===== config.mk =====
export PLATFORM = sky130hd
export DESIGN_NAME = agm_top
export DESIGN_NICKNAME = d
export VERILOG_FILES = /design/src/agm_pkg.sv /design/src/agm_modulo.sv /design/src/agm_top.sv
export SDC_FILE = /design/constraint.sdc
export NUM_CORES = 1
export LEC_CHECK = 0
export BUFFER_PORTS_ARGS = -buffer_cell sky130_fd_sc_hd__buf_2
export CORE_MARGIN = 2
export CORE_UTILIZATION = 27
export DETAILED_ROUTE_END_ITERATION = 7
export GPL_TIMING_DRIVEN = 0
export REMOVE_ABC_BUFFERS = 1
export SYNTH_ARGS = -nofsm -noshare
export SYNTH_HDL_FRONTEND = slang
export SYNTH_SLANG_ARGS = --single-unit

===== constraint.sdc =====
create_clock -name sys_clk -period 16.4 [get_ports sys_clk]
set_clock_uncertainty 0.05 [all_clocks]
set_input_delay 2.46 -clock sys_clk [delete_from_list [all_inputs] [get_ports sys_clk]]
set_output_delay 2.46 -clock sys_clk [all_outputs]
set_load 0.02 [all_outputs]

===== src/agm_pkg.sv =====
// Package for the modulo and bit-reversed address generator.
// Assumes a 16-bit byte-addressed data space and sixteen working registers.
package agm_pkg;
	// Register offsets on the plain register port
	localparam logic [2:0] OFS_CONTROL = 3'h0;
	localparam logic [2:0] OFS_X_START = 3'h1;
	localparam logic [2:0] OFS_X_END = 3'h2;
	localparam logic [2:0] OFS_Y_START = 3'h3;
	localparam logic [2:0] OFS_Y_END = 3'h4;
	localparam logic [2:0] OFS_BITREV = 3'h5;
	// Control and bit-reverse register field positions
	localparam int XSEL_LSB = 0;
	localparam int YSEL_LSB = 4;
	localparam int BRSEL_LSB = 8;
	localparam int YEN_BIT = 14;
	localparam int XEN_BIT = 15;
	localparam int BITREV_ENABLE_BIT = 15;
	// Reset values
	localparam logic [15:0] CONTROL_RST = 16'h0FFF;
	localparam logic [15:0] BOUND_RST = 16'h0000;
	localparam logic [15:0] BITREV_RST = 16'h0000;
	// Pointer select value that disables a feature
	localparam logic [3:0] SEL_OFF = 4'hF;
	// Working registers with fixed roles in dual-operand reads
	localparam logic [3:0] WREG_8 = 4'h8;
	localparam logic [3:0] WREG_9 = 4'h9;
	localparam logic [3:0] WREG_10 = 4'hA;
	localparam logic [3:0] WREG_11 = 4'hB;
	// Addressing modes
	typedef enum logic [2:0] {
		AGM_DIRECT, AGM_INDIRECT, AGM_POST_MOD, AGM_PRE_MOD,
		AGM_REG_OFFSET, AGM_LIT_OFFSET, AGM_LITERAL
	} agm_mode_t;
	// Literal widths
	typedef enum logic [1:0] {AGM_LIT8, AGM_LIT16, AGM_LIT14U, AGM_LIT16S} agm_lit_t;
endpackage


===== src/agm_modulo.sv =====
// Modulo correction for one address generator.
// Assumes start and end registers describe a valid buffer.
`timescale 1ns/1ps
module agm_modulo (
	// Buffer description
	input wire logic [15:0] buf_start,
	input wire logic [15:0] buf_end,
	input wire logic word_only,
	input wire logic active,
	// Address in and out
	input wire logic [15:0] base,
	input wire logic [15:0] addr_in,
	output logic [15:0] addr_out
);
	logic [16:0] length; // End minus start plus one byte
	logic bidir; // Power-of-two length
	logic up; // Step direction
	logic [15:0] raw;
	always_comb begin
		// Y ends are stored on their odd byte, so this is the byte length in both spaces
		length = {1'b0, buf_end} - {1'b0, buf_start} + 17'h00001;
		bidir = (length & (length - 17'h00001)) == 17'h00000;
		up = addr_in >= base;
		raw = addr_in;
		if (!active) begin
			raw = addr_in;
		end else if ((up || bidir) && addr_in > buf_end) begin
			raw = addr_in - length[15:0];
		end else if ((!up || bidir) && addr_in < buf_start) begin
			raw = addr_in + length[15:0];
		end
		addr_out = word_only ? {raw[15:1], 1'b0} : raw;
	end
endmodule


===== src/agm_top.sv =====
// Effective address generator with modulo and bit-reversed addressing.
// Assumes the decoder gives mode, registers and literals in one cycle.
//
// What this block does
// - Indexed and 8/16-bit literals for moves.
// - One offset field shared by both operands.
// - Registers 8,9 go X; 10,11 go Y.
// - Indexed dual-operand only via registers 9 and 11.
// - Dual-operand: indirect, indexed, post-modify 2/4/6.
// - One buffer in X, one in Y.
// - X modulo on any working register but 15, any space; Y on 10,11.
// - Power-of-two buffers check both bounds.
// - Four 16-bit bound registers give length.
// - Y modulo addresses keep bit zero clear.
// - X modulo needs select not 15, bit 15.
// - Y modulo needs select not 15, bit 14.
// - Bounds compared by greater or less.
// - Write back only in pre/post modify.
// - Bit reverse only on X writes.
// - Pointer and modifier added with reversed carry.
// - Bit reverse needs select, enable, increment mode.
// - Bit reverse beats modulo on X writes.
`timescale 1ns/1ps
module agm_top (
	// Clock and reset
	input wire logic sys_clk,
	input wire logic reset_n,
	// Register port
	input wire logic [2:0] reg_addr,
	input wire logic [15:0] reg_wdata,
	input wire logic reg_write,
	input wire logic reg_read,
	output logic [15:0] reg_rdata,
	// Move/accumulator operand request
	input wire logic op_valid,
	input wire logic op_is_dest,
	input wire agm_pkg::agm_mode_t op_mode,
	input wire logic [3:0] op_ptr_sel,
	input wire logic [15:0] op_ptr_val,
	input wire logic [15:0] op_offset_val,
	input wire logic [3:0] offset_register_field,
	input wire logic [15:0] op_mod_const,
	input wire logic op_word,
	input wire agm_pkg::agm_lit_t op_lit_kind,
	input wire logic [15:0] op_literal,
	// Dual-operand prefetch request
	input wire logic mac_valid,
	input wire logic [3:0] mac_x_sel,
	input wire logic [3:0] mac_y_sel,
	input wire logic [15:0] mac_x_ptr,
	input wire logic [15:0] mac_y_ptr,
	input wire logic [1:0] mac_x_mode,
	input wire logic [1:0] mac_y_mode,
	input wire logic [15:0] mac_x_off,
	input wire logic [15:0] mac_y_off,
	// Move/accumulator results
	output logic op_done,
	output logic [15:0] op_addr,
	output logic [15:0] op_literal_out,
	output logic op_wb_en,
	output logic [3:0] op_wb_sel,
	output logic [15:0] op_wb_val,
	output logic [3:0] op_offset_sel,
	// Dual-operand results
	output logic mac_done,
	output logic mac_error,
	output logic [15:0] x_read_addr,
	output logic [15:0] y_read_addr,
	output logic x_wb_en,
	output logic [15:0] x_wb_val,
	output logic y_wb_en,
	output logic [15:0] y_wb_val
);
	// Registers
	logic [15:0] modulo_bitrev_control_reg;
	logic [15:0] x_buffer_start_reg;
	logic [15:0] x_buffer_end_reg;
	logic [15:0] y_buffer_start_reg;
	logic [15:0] y_buffer_end_reg;
	logic [15:0] bitrev_modifier_register_reg;
	// Decoded fields
	logic [3:0] x_modulo_pointer_select;
	logic [3:0] y_modulo_pointer_select;
	logic [3:0] bitrev_pointer_select;
	logic x_modulo_enable;
	logic y_modulo_enable;
	logic bitrev_enable;

	// Reverse-carry add: pointer and modifier both bit reversed, summed, and the sum reversed back
	function automatic logic [15:0] rev_add(input logic [15:0] a, input logic [15:0] m);
		logic [15:0] ra;
		logic [15:0] rm;
		logic [15:0] s;
		ra = '0;
		rm = '0;
		for (int i = 0; i < 16; i++) begin
			ra[i] = a[15 - i];
			rm[i] = m[15 - i];
		end
		s = ra + rm;
		for (int i = 0; i < 16; i++) begin
			ra[i] = s[15 - i];
		end
		return ra;
	endfunction

	// Mode selects a post-modify step of 2, 4 or 6 for dual-operand pointers
	function automatic logic [15:0] mac_step(input logic [1:0] m);
		case (m)
			2'h1: mac_step = 16'h0002;
			2'h2: mac_step = 16'h0004;
			2'h3: mac_step = 16'h0006;
			default: mac_step = 16'h0000;
		endcase
	endfunction

	assign x_modulo_pointer_select = modulo_bitrev_control_reg[agm_pkg::XSEL_LSB +: 4];
	assign y_modulo_pointer_select = modulo_bitrev_control_reg[agm_pkg::YSEL_LSB +: 4];
	assign bitrev_pointer_select = modulo_bitrev_control_reg[agm_pkg::BRSEL_LSB +: 4];
	assign x_modulo_enable = modulo_bitrev_control_reg[agm_pkg::XEN_BIT];
	assign y_modulo_enable = modulo_bitrev_control_reg[agm_pkg::YEN_BIT];
	assign bitrev_enable = bitrev_modifier_register_reg[agm_pkg::BITREV_ENABLE_BIT];

	// Register writes
	always_ff @(posedge sys_clk or negedge reset_n) begin
		if (!reset_n) begin
			modulo_bitrev_control_reg <= agm_pkg::CONTROL_RST;
			x_buffer_start_reg <= agm_pkg::BOUND_RST;
			x_buffer_end_reg <= agm_pkg::BOUND_RST;
			y_buffer_start_reg <= agm_pkg::BOUND_RST;
			y_buffer_end_reg <= agm_pkg::BOUND_RST;
			bitrev_modifier_register_reg <= agm_pkg::BITREV_RST;
		end else if (reg_write) begin
			case (reg_addr)
				agm_pkg::OFS_CONTROL: modulo_bitrev_control_reg <= reg_wdata;
				agm_pkg::OFS_X_START: x_buffer_start_reg <= reg_wdata;
				agm_pkg::OFS_X_END: x_buffer_end_reg <= reg_wdata;
				// Y bounds are word aligned
				agm_pkg::OFS_Y_START: y_buffer_start_reg <= {reg_wdata[15:1], 1'b0};
				agm_pkg::OFS_Y_END: y_buffer_end_reg <= {reg_wdata[15:1], 1'b1};
				agm_pkg::OFS_BITREV: bitrev_modifier_register_reg <= reg_wdata;
				default: ;
			endcase
		end
	end

	// Read data one cycle after the strobe; unmapped reads give zero
	always_ff @(posedge sys_clk or negedge reset_n) begin
		if (!reset_n) begin
			reg_rdata <= 16'h0000;
		end else if (reg_read) begin
			case (reg_addr)
				agm_pkg::OFS_CONTROL: reg_rdata <= modulo_bitrev_control_reg;
				agm_pkg::OFS_X_START: reg_rdata <= x_buffer_start_reg;
				agm_pkg::OFS_X_END: reg_rdata <= x_buffer_end_reg;
				agm_pkg::OFS_Y_START: reg_rdata <= y_buffer_start_reg;
				agm_pkg::OFS_Y_END: reg_rdata <= y_buffer_end_reg;
				agm_pkg::OFS_BITREV: reg_rdata <= bitrev_modifier_register_reg;
				default: reg_rdata <= 16'h0000;
			endcase
		end else begin
			reg_rdata <= 16'h0000;
		end
	end

	// Move/accumulator address path
	logic x_mod_on; // X modulo gate, shared by read and write generators
	logic y_mod_on;
	logic op_mod_hit;
	logic bitrev_on;
	logic [15:0] op_raw;
	logic [15:0] op_new_ptr;
	logic [15:0] op_corr;
	logic [15:0] lit_val;
	assign x_mod_on = x_modulo_enable && (x_modulo_pointer_select != agm_pkg::SEL_OFF);
	assign y_mod_on = y_modulo_enable && (y_modulo_pointer_select != agm_pkg::SEL_OFF);
	// Bit reverse only on word writes with pre/post increment
	assign bitrev_on = op_is_dest && op_word && bitrev_enable &&
		(bitrev_pointer_select != agm_pkg::SEL_OFF) &&
		(op_ptr_sel == bitrev_pointer_select) &&
		((op_mode == agm_pkg::AGM_POST_MOD) || (op_mode == agm_pkg::AGM_PRE_MOD)) &&
		!op_mod_const[15];
	// Modulo on the chosen register in any space; bit reverse wins on writes
	assign op_mod_hit = x_mod_on && (op_ptr_sel == x_modulo_pointer_select) &&
		!bitrev_on;

	always_comb begin
		op_raw = op_ptr_val;
		op_new_ptr = op_ptr_val + op_mod_const;
		case (op_mode)
			agm_pkg::AGM_POST_MOD: op_raw = op_ptr_val;
			agm_pkg::AGM_PRE_MOD: op_raw = op_new_ptr;
			agm_pkg::AGM_REG_OFFSET: op_raw = op_ptr_val + op_offset_val;
			agm_pkg::AGM_LIT_OFFSET: op_raw = op_ptr_val + op_literal;
			default: op_raw = op_ptr_val;
		endcase
		if (bitrev_on) begin
			// Modifier added in reversed order, offset ignored
			op_new_ptr = rev_add(op_ptr_val, {bitrev_modifier_register_reg[14:0], 1'b0});
			op_new_ptr[0] = 1'b0;
			if (op_mode == agm_pkg::AGM_PRE_MOD) begin
				op_raw = op_new_ptr;
			end
		end
	end

	// Literal formatting by instruction kind
	always_comb begin
		case (op_lit_kind)
			agm_pkg::AGM_LIT8: lit_val = {8'h00, op_literal[7:0]};
			agm_pkg::AGM_LIT14U: lit_val = {2'h0, op_literal[13:0]};
			agm_pkg::AGM_LIT16S: lit_val = op_literal;
			default: lit_val = op_literal;
		endcase
	end

	// Corrected new pointer for write back
	logic [15:0] op_ptr_corr;
	agm_modulo u_op_ea (
		.buf_start(x_buffer_start_reg),
		.buf_end(x_buffer_end_reg),
		.word_only(1'b0),
		.active(op_mod_hit),
		.base(op_ptr_val),
		.addr_in(op_raw),
		.addr_out(op_corr)
	);
	agm_modulo u_op_wb (
		.buf_start(x_buffer_start_reg),
		.buf_end(x_buffer_end_reg),
		.word_only(1'b0),
		.active(op_mod_hit),
		.base(op_ptr_val),
		.addr_in(op_new_ptr),
		.addr_out(op_ptr_corr)
	);

	// Registered move/accumulator outputs
	always_ff @(posedge sys_clk or negedge reset_n) begin
		if (!reset_n) begin
			op_done <= 1'b0;
			op_addr <= 16'h0000;
			op_literal_out <= 16'h0000;
			op_wb_en <= 1'b0;
			op_wb_sel <= 4'h0;
			op_wb_val <= 16'h0000;
			op_offset_sel <= 4'h0;
		end else begin
			op_done <= op_valid;
			if (op_valid) begin
				op_addr <= op_corr;
				op_literal_out <= lit_val;
				op_offset_sel <= offset_register_field;
				op_wb_sel <= op_ptr_sel;
				op_wb_val <= op_ptr_corr;
				op_wb_en <= (op_mode == agm_pkg::AGM_POST_MOD) ||
					(op_mode == agm_pkg::AGM_PRE_MOD);
			end else begin
				op_wb_en <= 1'b0;
			end
		end
	end

	// Dual-operand prefetch: modes 0 indirect, 1..3 post-modify, indexed by offset flag
	logic mac_bad;
	logic x_idx;
	logic y_idx;
	logic [15:0] x_ea_raw;
	logic [15:0] y_ea_raw;
	logic [15:0] x_ea;
	logic [15:0] y_ea;
	logic [15:0] x_np;
	logic [15:0] y_np;
	logic [15:0] x_np_c;
	logic [15:0] y_np_c;
	logic x_mac_mod;
	logic y_mac_mod;
	// Nonzero offset input marks the indexed form
	assign x_idx = mac_x_off != 16'h0000;
	assign y_idx = mac_y_off != 16'h0000;
	assign mac_bad = !((mac_x_sel == agm_pkg::WREG_8) || (mac_x_sel == agm_pkg::WREG_9)) ||
		!((mac_y_sel == agm_pkg::WREG_10) || (mac_y_sel == agm_pkg::WREG_11)) ||
		(x_idx && (mac_x_sel != agm_pkg::WREG_9)) ||
		(y_idx && (mac_y_sel != agm_pkg::WREG_11)) ||
		(x_idx && mac_x_mode != 2'h0) || (y_idx && mac_y_mode != 2'h0);
	assign x_mac_mod = x_mod_on && (mac_x_sel == x_modulo_pointer_select);
	assign y_mac_mod = y_mod_on && (mac_y_sel == y_modulo_pointer_select);
	assign x_ea_raw = mac_x_ptr + mac_x_off;
	assign y_ea_raw = mac_y_ptr + mac_y_off;
	assign x_np = mac_x_ptr + mac_step(mac_x_mode);
	assign y_np = mac_y_ptr + mac_step(mac_y_mode);

	agm_modulo u_x_ea (.buf_start(x_buffer_start_reg), .buf_end(x_buffer_end_reg),
		.word_only(1'b0), .active(x_mac_mod), .base(mac_x_ptr), .addr_in(x_ea_raw),
		.addr_out(x_ea));
	agm_modulo u_x_np (.buf_start(x_buffer_start_reg), .buf_end(x_buffer_end_reg),
		.word_only(1'b0), .active(x_mac_mod), .base(mac_x_ptr), .addr_in(x_np),
		.addr_out(x_np_c));
	agm_modulo u_y_ea (.buf_start(y_buffer_start_reg), .buf_end(y_buffer_end_reg),
		.word_only(1'b1), .active(y_mac_mod), .base(mac_y_ptr), .addr_in(y_ea_raw),
		.addr_out(y_ea));
	agm_modulo u_y_np (.buf_start(y_buffer_start_reg), .buf_end(y_buffer_end_reg),
		.word_only(1'b1), .active(y_mac_mod), .base(mac_y_ptr), .addr_in(y_np),
		.addr_out(y_np_c));

	// Registered dual-operand outputs; a refused request writes nothing back
	always_ff @(posedge sys_clk or negedge reset_n) begin
		if (!reset_n) begin
			mac_done <= 1'b0;
			mac_error <= 1'b0;
			x_read_addr <= 16'h0000;
			y_read_addr <= 16'h0000;
			x_wb_en <= 1'b0;
			x_wb_val <= 16'h0000;
			y_wb_en <= 1'b0;
			y_wb_val <= 16'h0000;
		end else begin
			mac_done <= mac_valid && !mac_bad;
			mac_error <= mac_valid && mac_bad;
			x_wb_en <= mac_valid && !mac_bad && (mac_x_mode != 2'h0);
			y_wb_en <= mac_valid && !mac_bad && (mac_y_mode != 2'h0);
			if (mac_valid && !mac_bad) begin
				x_read_addr <= x_ea;
				y_read_addr <= y_ea;
				x_wb_val <= x_np_c;
				y_wb_val <= y_np_c;
			end
		end
	end

	// Assertions
	a_wb_only_modify: assert property (@(posedge sys_clk) disable iff (!reset_n)
		op_valid && (op_mode == agm_pkg::AGM_REG_OFFSET) |=> !op_wb_en)
		else $error("offset mode wrote the pointer back");
	a_mac_route_bad: assert property (@(posedge sys_clk) disable iff (!reset_n)
		mac_valid && x_idx && (mac_x_sel == agm_pkg::WREG_8) |=> mac_error && !mac_done)
		else $error("indexed access via register 8 accepted");
	a_y_word_align: assert property (@(posedge sys_clk) disable iff (!reset_n)
		$rose(mac_done) |-> !y_read_addr[0])
		else $error("y address odd");
	a_x_mod_gate: assert property (@(posedge sys_clk) disable iff (!reset_n)
		(x_modulo_pointer_select == agm_pkg::SEL_OFF) |-> !op_mod_hit && !x_mac_mod)
		else $error("x modulo active with select 15");
	a_y_mod_gate: assert property (@(posedge sys_clk) disable iff (!reset_n)
		!y_modulo_enable |-> !y_mac_mod)
		else $error("y modulo active while disabled");
	a_br_priority: assert property (@(posedge sys_clk) disable iff (!reset_n)
		bitrev_on |-> op_ptr_corr == op_new_ptr)
		else $error("modulo active with bit reverse");
	a_br_write_only: assert property (@(posedge sys_clk) disable iff (!reset_n)
		!op_is_dest |-> !bitrev_on)
		else $error("bit reverse on a read");
	a_mac_step_wb: assert property (@(posedge sys_clk) disable iff (!reset_n)
		mac_valid && !mac_bad && (mac_x_mode == 2'h2) && !x_mac_mod
		|=> x_wb_en && (x_wb_val == $past(mac_x_ptr) + 16'h0004))
		else $error("post-modify by 4 wrong");
	a_offset_share: assert property (@(posedge sys_clk) disable iff (!reset_n)
		op_valid |=> op_offset_sel == $past(offset_register_field))
		else $error("offset field not passed");
endmodule


==> flow_metrics.env, run 1 <==
export IMPL_outcome="finished, final reports clean"
export IMPL_max_freq_ghz=0.0871
export IMPL_die_area_sq_um=121000
export IMPL_busiest_layer="met2"
export IMPL_grt_pass1_vias=29400
export IMPL_num_vias=31200
export IMPL_met1_usage_pct=28.0
export IMPL_dieWidth_um=347
export IMPL_layout_drive_gt1_share_pct=13.6
export IMPL_nets=4906
export IMPL_drc_errors=0
export IMPL_yosys_warnings=0
export IMPL_pre_cts_ws_ns=4.30
export IMPL_io_buffers=319
export IMPL_cts_made_buffers=34
export IMPL_end_kind="flip-flop"
export IMPL_ctsRootBufferMaster="clkbuf_16"
export IMPL_insertion_delay_ns=0.61
export IMPL_cellPowerDensity_nw_per_um2=186
export IMPL_path_class="input pin to flip-flop"
export IMPL_gp_congestion=0.961
export IMPL_synth_flop_cell="dfrtp_1"
export IMPL_slew_viol_final=0
export IMPL_fillCellCount=12300
export IMPL_finalPower_mw=6.73
export IMPL_syn_avg_cell_area_sq_um=8.20
export IMPL_cts_sinks=235
export IMPL_path_delay_family="simple AND/OR/NAND/NOR gates"
export IMPL_finalSetupViolCount=0
export IMPL_synth_cell_types=108
export IMPL_grt_pass1_wl_um=187000
export IMPL_slew_headroom_pct=1.86
export IMPL_rsz0062_at_grt="no"
export IMPL_critPathMaxFanout=28
export IMPL_drtPass1Iterations=6
export IMPL_final_util_pct=31.1
export IMPL_clk_pin_slew_ns=0.06
export IMPL_avgRoutedWirePerCell_um=22.2
export IMPL_arrival_ns=11.90
export IMPL_drt_wl_total_um=126000
export IMPL_grt_max_degree=101
export IMPL_regArea_sq_um=5900
export IMPL_ys_async_sr_fraction_pct=100
export IMPL_netlist_instances=3881
export IMPL_rows=125
export IMPL_cts_tree="yes"
export IMPL_startpoint="op_mode[2]"
export IMPL_grt_util_all_layers_pct=20.3
export IMPL_use_met3_pct=5.16
export IMPL_worst_path_buf_inv=2
export IMPL_vias_per_cell=5.49
export IMPL_finalHoldViolations=0
export IMPL_period_needed_ns=11.48
export IMPL_hold_start="x_wb_val[0]"
export IMPL_final_cell_mix="582 x ha_1, 317 x buf_2, 301 x a21oi_1"
export IMPL_period_share_pct=70.0
export IMPL_ant_nets=0
export IMPL_setup_tns_ns=0
export IMPL_antenna_found_initial=33
export IMPL_startpoint_type="input pin"
export IMPL_hold_class="flip-flop to flip-flop"
export IMPL_required_ns=16.82
export IMPL_syn_to_final_growth_pct=13.9
export IMPL_setup_slack_ns=4.92
export IMPL_overflow=0
export IMPL_met2_usage_pct=31.4
export IMPL_hpwlAfterDp_um=102000
export IMPL_clock_path_buffers=3
export IMPL_leakagePower_nw=17.1
export IMPL_ir_drop_mv=0.0821
export IMPL_reg2reg_from="bitrev_modifier_register_reg[14]"
export IMPL_hold_buffers=0
export IMPL_worst_slew_pin_slew_ns=1.46
export IMPL_worstSetupPathDepth=29
export IMPL_final_common_cell="ha_1"
export IMPL_hold_path_depth=2
export IMPL_h_tree_depth=2
export IMPL_drv_cap=0
export IMPL_synth_edf_count=0
export IMPL_multi_input_area_sq_um=24300
export IMPL_die_h_um=347
export IMPL_synth_area_sq_um=31800
export IMPL_coreArea_sq_um=117000
export IMPL_slowest_stage="nor3_1"
export IMPL_ctsResizeCount=0
export IMPL_reg2reg_depth=26
export IMPL_post_cts_setup_buffers=0
export IMPL_io_pins=322
export IMPL_initial_utilization_pct=27.3
export IMPL_synth_seq_cells=235
export IMPL_slowest_delay_ns=1.06
export IMPL_first_iter_violations=2964
export IMPL_ys_seq_area_share_pct=18.5
## through the flow
step | hold WS [ns] | cells | cell area [sq um]
after detailed placement | 0.411 | 5610 | 35100
after CTS | 0.424 | 5672 | 36200
after floorplan | 0.430 | 3755 | 31300
final | 0.419 | 5679 | 36300
after global routing | 0.444 | 5673 | 36200
after global placement | 0.401 | 5598 | 34800
## metal layers
metal / vias up / wire length, um
li1: 14800 / -
met2: 1303 / 54200
met4: 28 / 3100
met5: - / 184
met1: 14800 / 56400
met3: 209 / 12400
## final timing paths
check | endpoint | slack (ns)
setup / recovery | op_addr[15] | 4.92
hold / removal | x_wb_val[0] | 0.42
setup reg to reg | op_addr[15] | 8.11
hold reg to reg | x_wb_val[0] | 0.42
max in group asynchronous | modulo_bitrev_control_reg[6] | 13.26
min in group asynchronous | op_literal_out[3] | 1.73
## cells in the mapped netlist (20+ instances only)
cell	count	share of area [%]
o221ai_1	27	0.74
inv_1	292	3.4
fa_1	21	1.3
nand2b_1	48	0.94
nor3_1	90	1.4
a221oi_1	35	0.96
o21a_1	54	1.3
clkbuf_1	95	1.1
mux2_2	90	3.2
o22ai_1	26	0.51
o31ai_1	20	0.47
xor2_1	50	1.4
nand2_1	248	2.9
o21ai_0	265	4.2
a22oi_1	36	0.85
a211oi_1	39	0.92
o211ai_1	33	0.78
o21bai_1	76	1.8
nor2_1	289	3.4
xnor2_1	140	3.9
a21oi_1	302	4.7
nor2b_1	57	1.1
a21o_1	107	2.5
nand4_1	45	0.88
a31oi_1	43	0.84
ha_1	582	23
mux2i_1	41	1.3
dfrtp_1	223	18
and2_1	31	0.61
and3_1	31	0.61
nand3_1	82	1.3
## power by group
part           internal [mW]  switching, mW
logic                   1.95           3.23
registers              0.661         0.0844
clock network          0.481          0.324
total                   3.09           3.64
## layout make-up
type	instances	share of cell area (%)
clock buffer	48	2.69
clock inverter	14	0.569
sequential	235	16.3
multi-input combinational	3220	67.1
antenna	6	0.0414
tap	1524	5.26
inverter	300	3.11
timing repair buffer	332	4.98
## cells by family (layout without fill, tap and decap cells)
| kind of cell | Yosys count | count (layout) | synth area share (%) |
|---|---|---|---|
| XOR/XNOR | 191 | 191 | 5.28 |
| multiplexers | 133 | 133 | 4.57 |
| buffers and inverters | 427 | 694 | 5.20 |
| AND/OR/NAND/NOR | 1013 | 1013 | 15.4 |
| other | 1 | 8 | 0.0118 |
| adder cells (fa/ha/maj) | 604 | 604 | 24.2 |
| flip-flops | 235 | 235 | 18.5 |
| AO/OA/AOI/OAI | 1277 | 1277 | 26.9 |
## worst register-to-register path: stages (launching register included)
cell,delay [ns]
dfrtp_1,0.51
ha_1,0.28
fa_1,0.41
a21o_1,0.17
a21oi_1,0.23
o21bai_1,0.09
a21oi_1,0.23
o21bai_1,0.13
a41oi_1,0.29
a211o_1,0.19
o21ai_0,0.12
xnor2_1,0.23
a2bb2oi_1,0.58
inv_1,0.32
ha_1,0.36
a21o_1,0.17
a21o_1,0.18
a211o_1,0.28
a21oi_1,0.16
o21ai_0,0.15
a31o_2,0.27
o22ai_1,0.32
a221o_1,1.05
nor2b_1,0.75
a2bb2oi_2,0.19
mux2i_1,0.15
a221o_1,0.27
No activity file was read; power rests on OpenSTA's default activity.
==> run 2, diff against run 1 <==
--- a/config.mk
+++ b/config.mk
@@ -5,6 +5,7 @@
 export SDC_FILE = /design/constraint.sdc
 export NUM_CORES = 1
 export LEC_CHECK = 0
+export ABC_AREA = 1
 export BUFFER_PORTS_ARGS = -buffer_cell sky130_fd_sc_hd__buf_2
 export CORE_MARGIN = 2
 export CORE_UTILIZATION = 27
==> constraint.sdc (replaced) <==
create_clock -name sys_clk -period 9.9 [get_ports sys_clk]
set_clock_uncertainty 0.05 [all_clocks]
set_input_delay 1.485 -clock sys_clk [delete_from_list [all_inputs] [get_ports sys_clk]]
set_output_delay 1.485 -clock sys_clk [all_outputs]
set_load 0.02 [all_outputs]
==> run 2 against run 1 <==
Clock-buffer cell count down 2. Via count up 15%. Global-route usage up 1.3 points. Register-to-register slack worse by 4.5 ns. Sequential cell count unchanged. Total power up 67%. First-iteration DRC count up 6.0%.
==> flow_metrics.env, run 2 <==
export IMPL_outcome="finished, final reports clean"
export IMPL_first_iter_violations=3142
export IMPL_cts_tree="yes"
export IMPL_yosysTopAreaCell="ha_1"
export IMPL_nets=6184
export IMPL_overflow=0
export IMPL_ir_drop_mv=0.132
export IMPL_synth_flop_cell="dfrtp_1"
export IMPL_grt_pass1_vias=33800
export IMPL_slew_viol_final=0
export IMPL_finalPower_mw=11.3
export IMPL_io_buffers=319
export IMPL_synth_edf_count=0
export IMPL_netlist_instances=5155
export IMPL_synth_area_sq_um=34200
export IMPL_die_area_sq_um=130000
export IMPL_layoutNonFillerInstCount=7083
export IMPL_use_met3_pct=3.19
export IMPL_insertion_delay_ns=0.62
export IMPL_ys_async_sr_fraction_pct=100
export IMPL_grt_max_degree=92
export IMPL_period_share_pct=88.3
export IMPL_synth_top_area_share_pct=21.3
export IMPL_dieWidth_um=360
export IMPL_synthTopCellsByCount="1351 x nand2_1, 705 x inv_1, 582 x ha_1, 450 x a21oi_1, 343 x nand3_1"
export IMPL_arrival_ns=9.24
export IMPL_place_area_sq_um=37600
export IMPL_grt_util_all_layers_pct=21.6
export IMPL_cp_common_cell="nand2_1"
export IMPL_yosysMostFrequentCell="nand2_1"
export IMPL_ctsResizeCount=0
export IMPL_initial_utilization_pct=27.2
export IMPL_r2r_setup_slack_ns=3.56
export IMPL_layout_drive_gt1_share_pct=9.69
export IMPL_final_common_cell="nand2_1"
export IMPL_required_ns=10.40
export IMPL_fillCellCount=13800
export IMPL_syn_to_final_growth_pct=13.2
export IMPL_fin_area_sq_um=38800
export IMPL_slowest_delay_ns=0.71
export IMPL_worst_slew_pin_slew_ns=1.43
export IMPL_max_freq_ghz=0.114
export IMPL_hold_buffers=0
export IMPL_ys_seq_area_share_pct=17.2
export IMPL_clk_pin_slew_ns=0.07
export IMPL_drt_wl_total_um=145000
export IMPL_rows=130
export IMPL_ys_top_cells_by_area="ha_1 21%, dfrtp_1 16%, nand2_1 15%"
export IMPL_cellPowerDensity_nw_per_um2=291
export IMPL_ctsRootBufferMaster="clkbuf_16"
export IMPL_io_pins=322
export IMPL_period_needed_ns=8.74
export IMPL_antenna_found_initial=21
export IMPL_slowest_stage="nand2_1"
export IMPL_met1_usage_pct=28.8
export IMPL_rsz0062_at_grt="no"
export IMPL_setup_tns_ns=0
export IMPL_slew_headroom_pct=4.50
export IMPL_h_tree_depth=2
export IMPL_ant_nets=0
export IMPL_grt_pass1_wl_um=213000
export IMPL_coreArea_sq_um=126000
export IMPL_die_h_um=360
export IMPL_final_cell_mix="1351 x nand2_1, 704 x inv_1, 582 x ha_1"
export IMPL_drc_errors=0
export IMPL_gp_congestion=0.973
export IMPL_hold_class="flip-flop to flip-flop"
export IMPL_drv_cap=0
export IMPL_leakagePower_nw=21.1
export IMPL_end_kind="flip-flop"
export IMPL_finalHoldViolations=0
export IMPL_cts_sinks=235
export IMPL_num_vias=36000
export IMPL_syn_avg_cell_area_sq_um=6.64
export IMPL_dp_cells=7014
export IMPL_busiest_layer="met2"
export IMPL_path_class="input pin to flip-flop"
export IMPL_vias_per_cell=5.09
export IMPL_post_cts_setup_buffers=0
export IMPL_critPathMaxFanout=18
export IMPL_drtPass1Iterations=6
export IMPL_synth_seq_cells=235
export IMPL_clock_path_buffers=3
export IMPL_hpwlAfterDp_um=118000
export IMPL_startpoint_type="input pin"
export IMPL_met2_usage_pct=34.3
export IMPL_avgRoutedWirePerCell_um=20.5
export IMPL_yosys_warnings=0
export IMPL_synth_cell_types=69
export IMPL_finalSetupViolCount=0
export IMPL_cts_made_buffers=34
[run 2: changes by cell type in the layout (fill, tap and decap cells not counted), moves of 56 or more]
cell / previous run / this run
nand3_1: 82 / 343
nand2_1: 247 / 1351
xnor2_1: 140 / 29
nor2b_1: 57 / 0
a21o_1: 107 / 13
o21bai_1: 75 / 19
xor2_1: 50 / 198
mux2_2: 90 / 14
a21oi_1: 301 / 450
inv_1: 292 / 704
[run 2: worst paths after layout]
path	start	cells past startpoint	end
setup / recovery	op_mode[1]	32	op_addr[12]
hold / removal	op_literal_out[5]	2	op_literal_out[5]
setup reg to reg	bitrev_modifier_register_reg[12]	25	op_addr[13]
hold reg to reg	op_literal_out[5]	2	op_literal_out[5]
max in group asynchronous	reset_n	3	x_read_addr[14]
min in group asynchronous	reset_n	1	op_literal_out[11]
[run 2: where the power goes]
group / internal, mW / total, mW / switching [mW]
clock: 0.764 / 1.33 / 0.570
combinational: 2.85 / 8.74 / 5.89
sequential: 1.08 / 1.20 / 0.117
[run 2: through the flow]
| stage | worst slack (ns) | utilization, % | hold slack [ns] |
|---|---|---|---|
| after CTS | 1.05 | 30.8 | 0.426 |
| after floorplan | 3.00 | - | 0.403 |
| final | 1.16 | 30.8 | 0.420 |
| after global placement | -0.203 | 29.7 | 0.401 |
| after detailed placement | 0.400 | 29.9 | 0.409 |
| after global routing | 0.427 | 30.8 | 0.448 |
[run 2: cell families after synthesis]
| logic type | count (synthesis) | synth area share [%] |
|---|---|---|
| other | 1 | 0.0110 |
| adders and majority gates | 603 | 22.5 |
| muxes | 14 | 0.461 |
| AOI/OAI and AO/OA | 1037 | 17.2 |
| DFF | 235 | 17.2 |
| and+or+nand+nor | 2180 | 26.8 |
| xor gates and xnor gates | 233 | 6.12 |
| buffers and inverters | 852 | 9.65 |
[run 2: critical path: cells and delay by family]
family                     cells  cell delay [ns]
AOI/OAI and AO/OA              9             2.30
muxes                          1             0.49
and+or+nand+nor               14             3.36
adders and majority gates      2             0.73
buffers and inverters          6             0.84
[run 2: area by class of cell]
type / instances / area [sq um] / area share [%]
antenna: 6 / 15.0 / 0.0387
clock buffer: 46 / 947 / 2.44
clock inverter: 16 / 210 / 0.542
inverter: 723 / 2720 / 7.01
multi-input combinational: 4069 / 25100 / 64.6
sequential: 235 / 5900 / 15.2
tap: 1650 / 2060 / 5.33
timing repair buffer: 338 / 1860 / 4.79
[run 2: per-layer routing]
metal	wire length [um]	vias up	part of all wire, %
met1	65200	16800	45
met4	6580	0	4.5
met2	63600	1304	44
li1	-	17600	-
met5	0	-	0
met3	9520	258	6.6
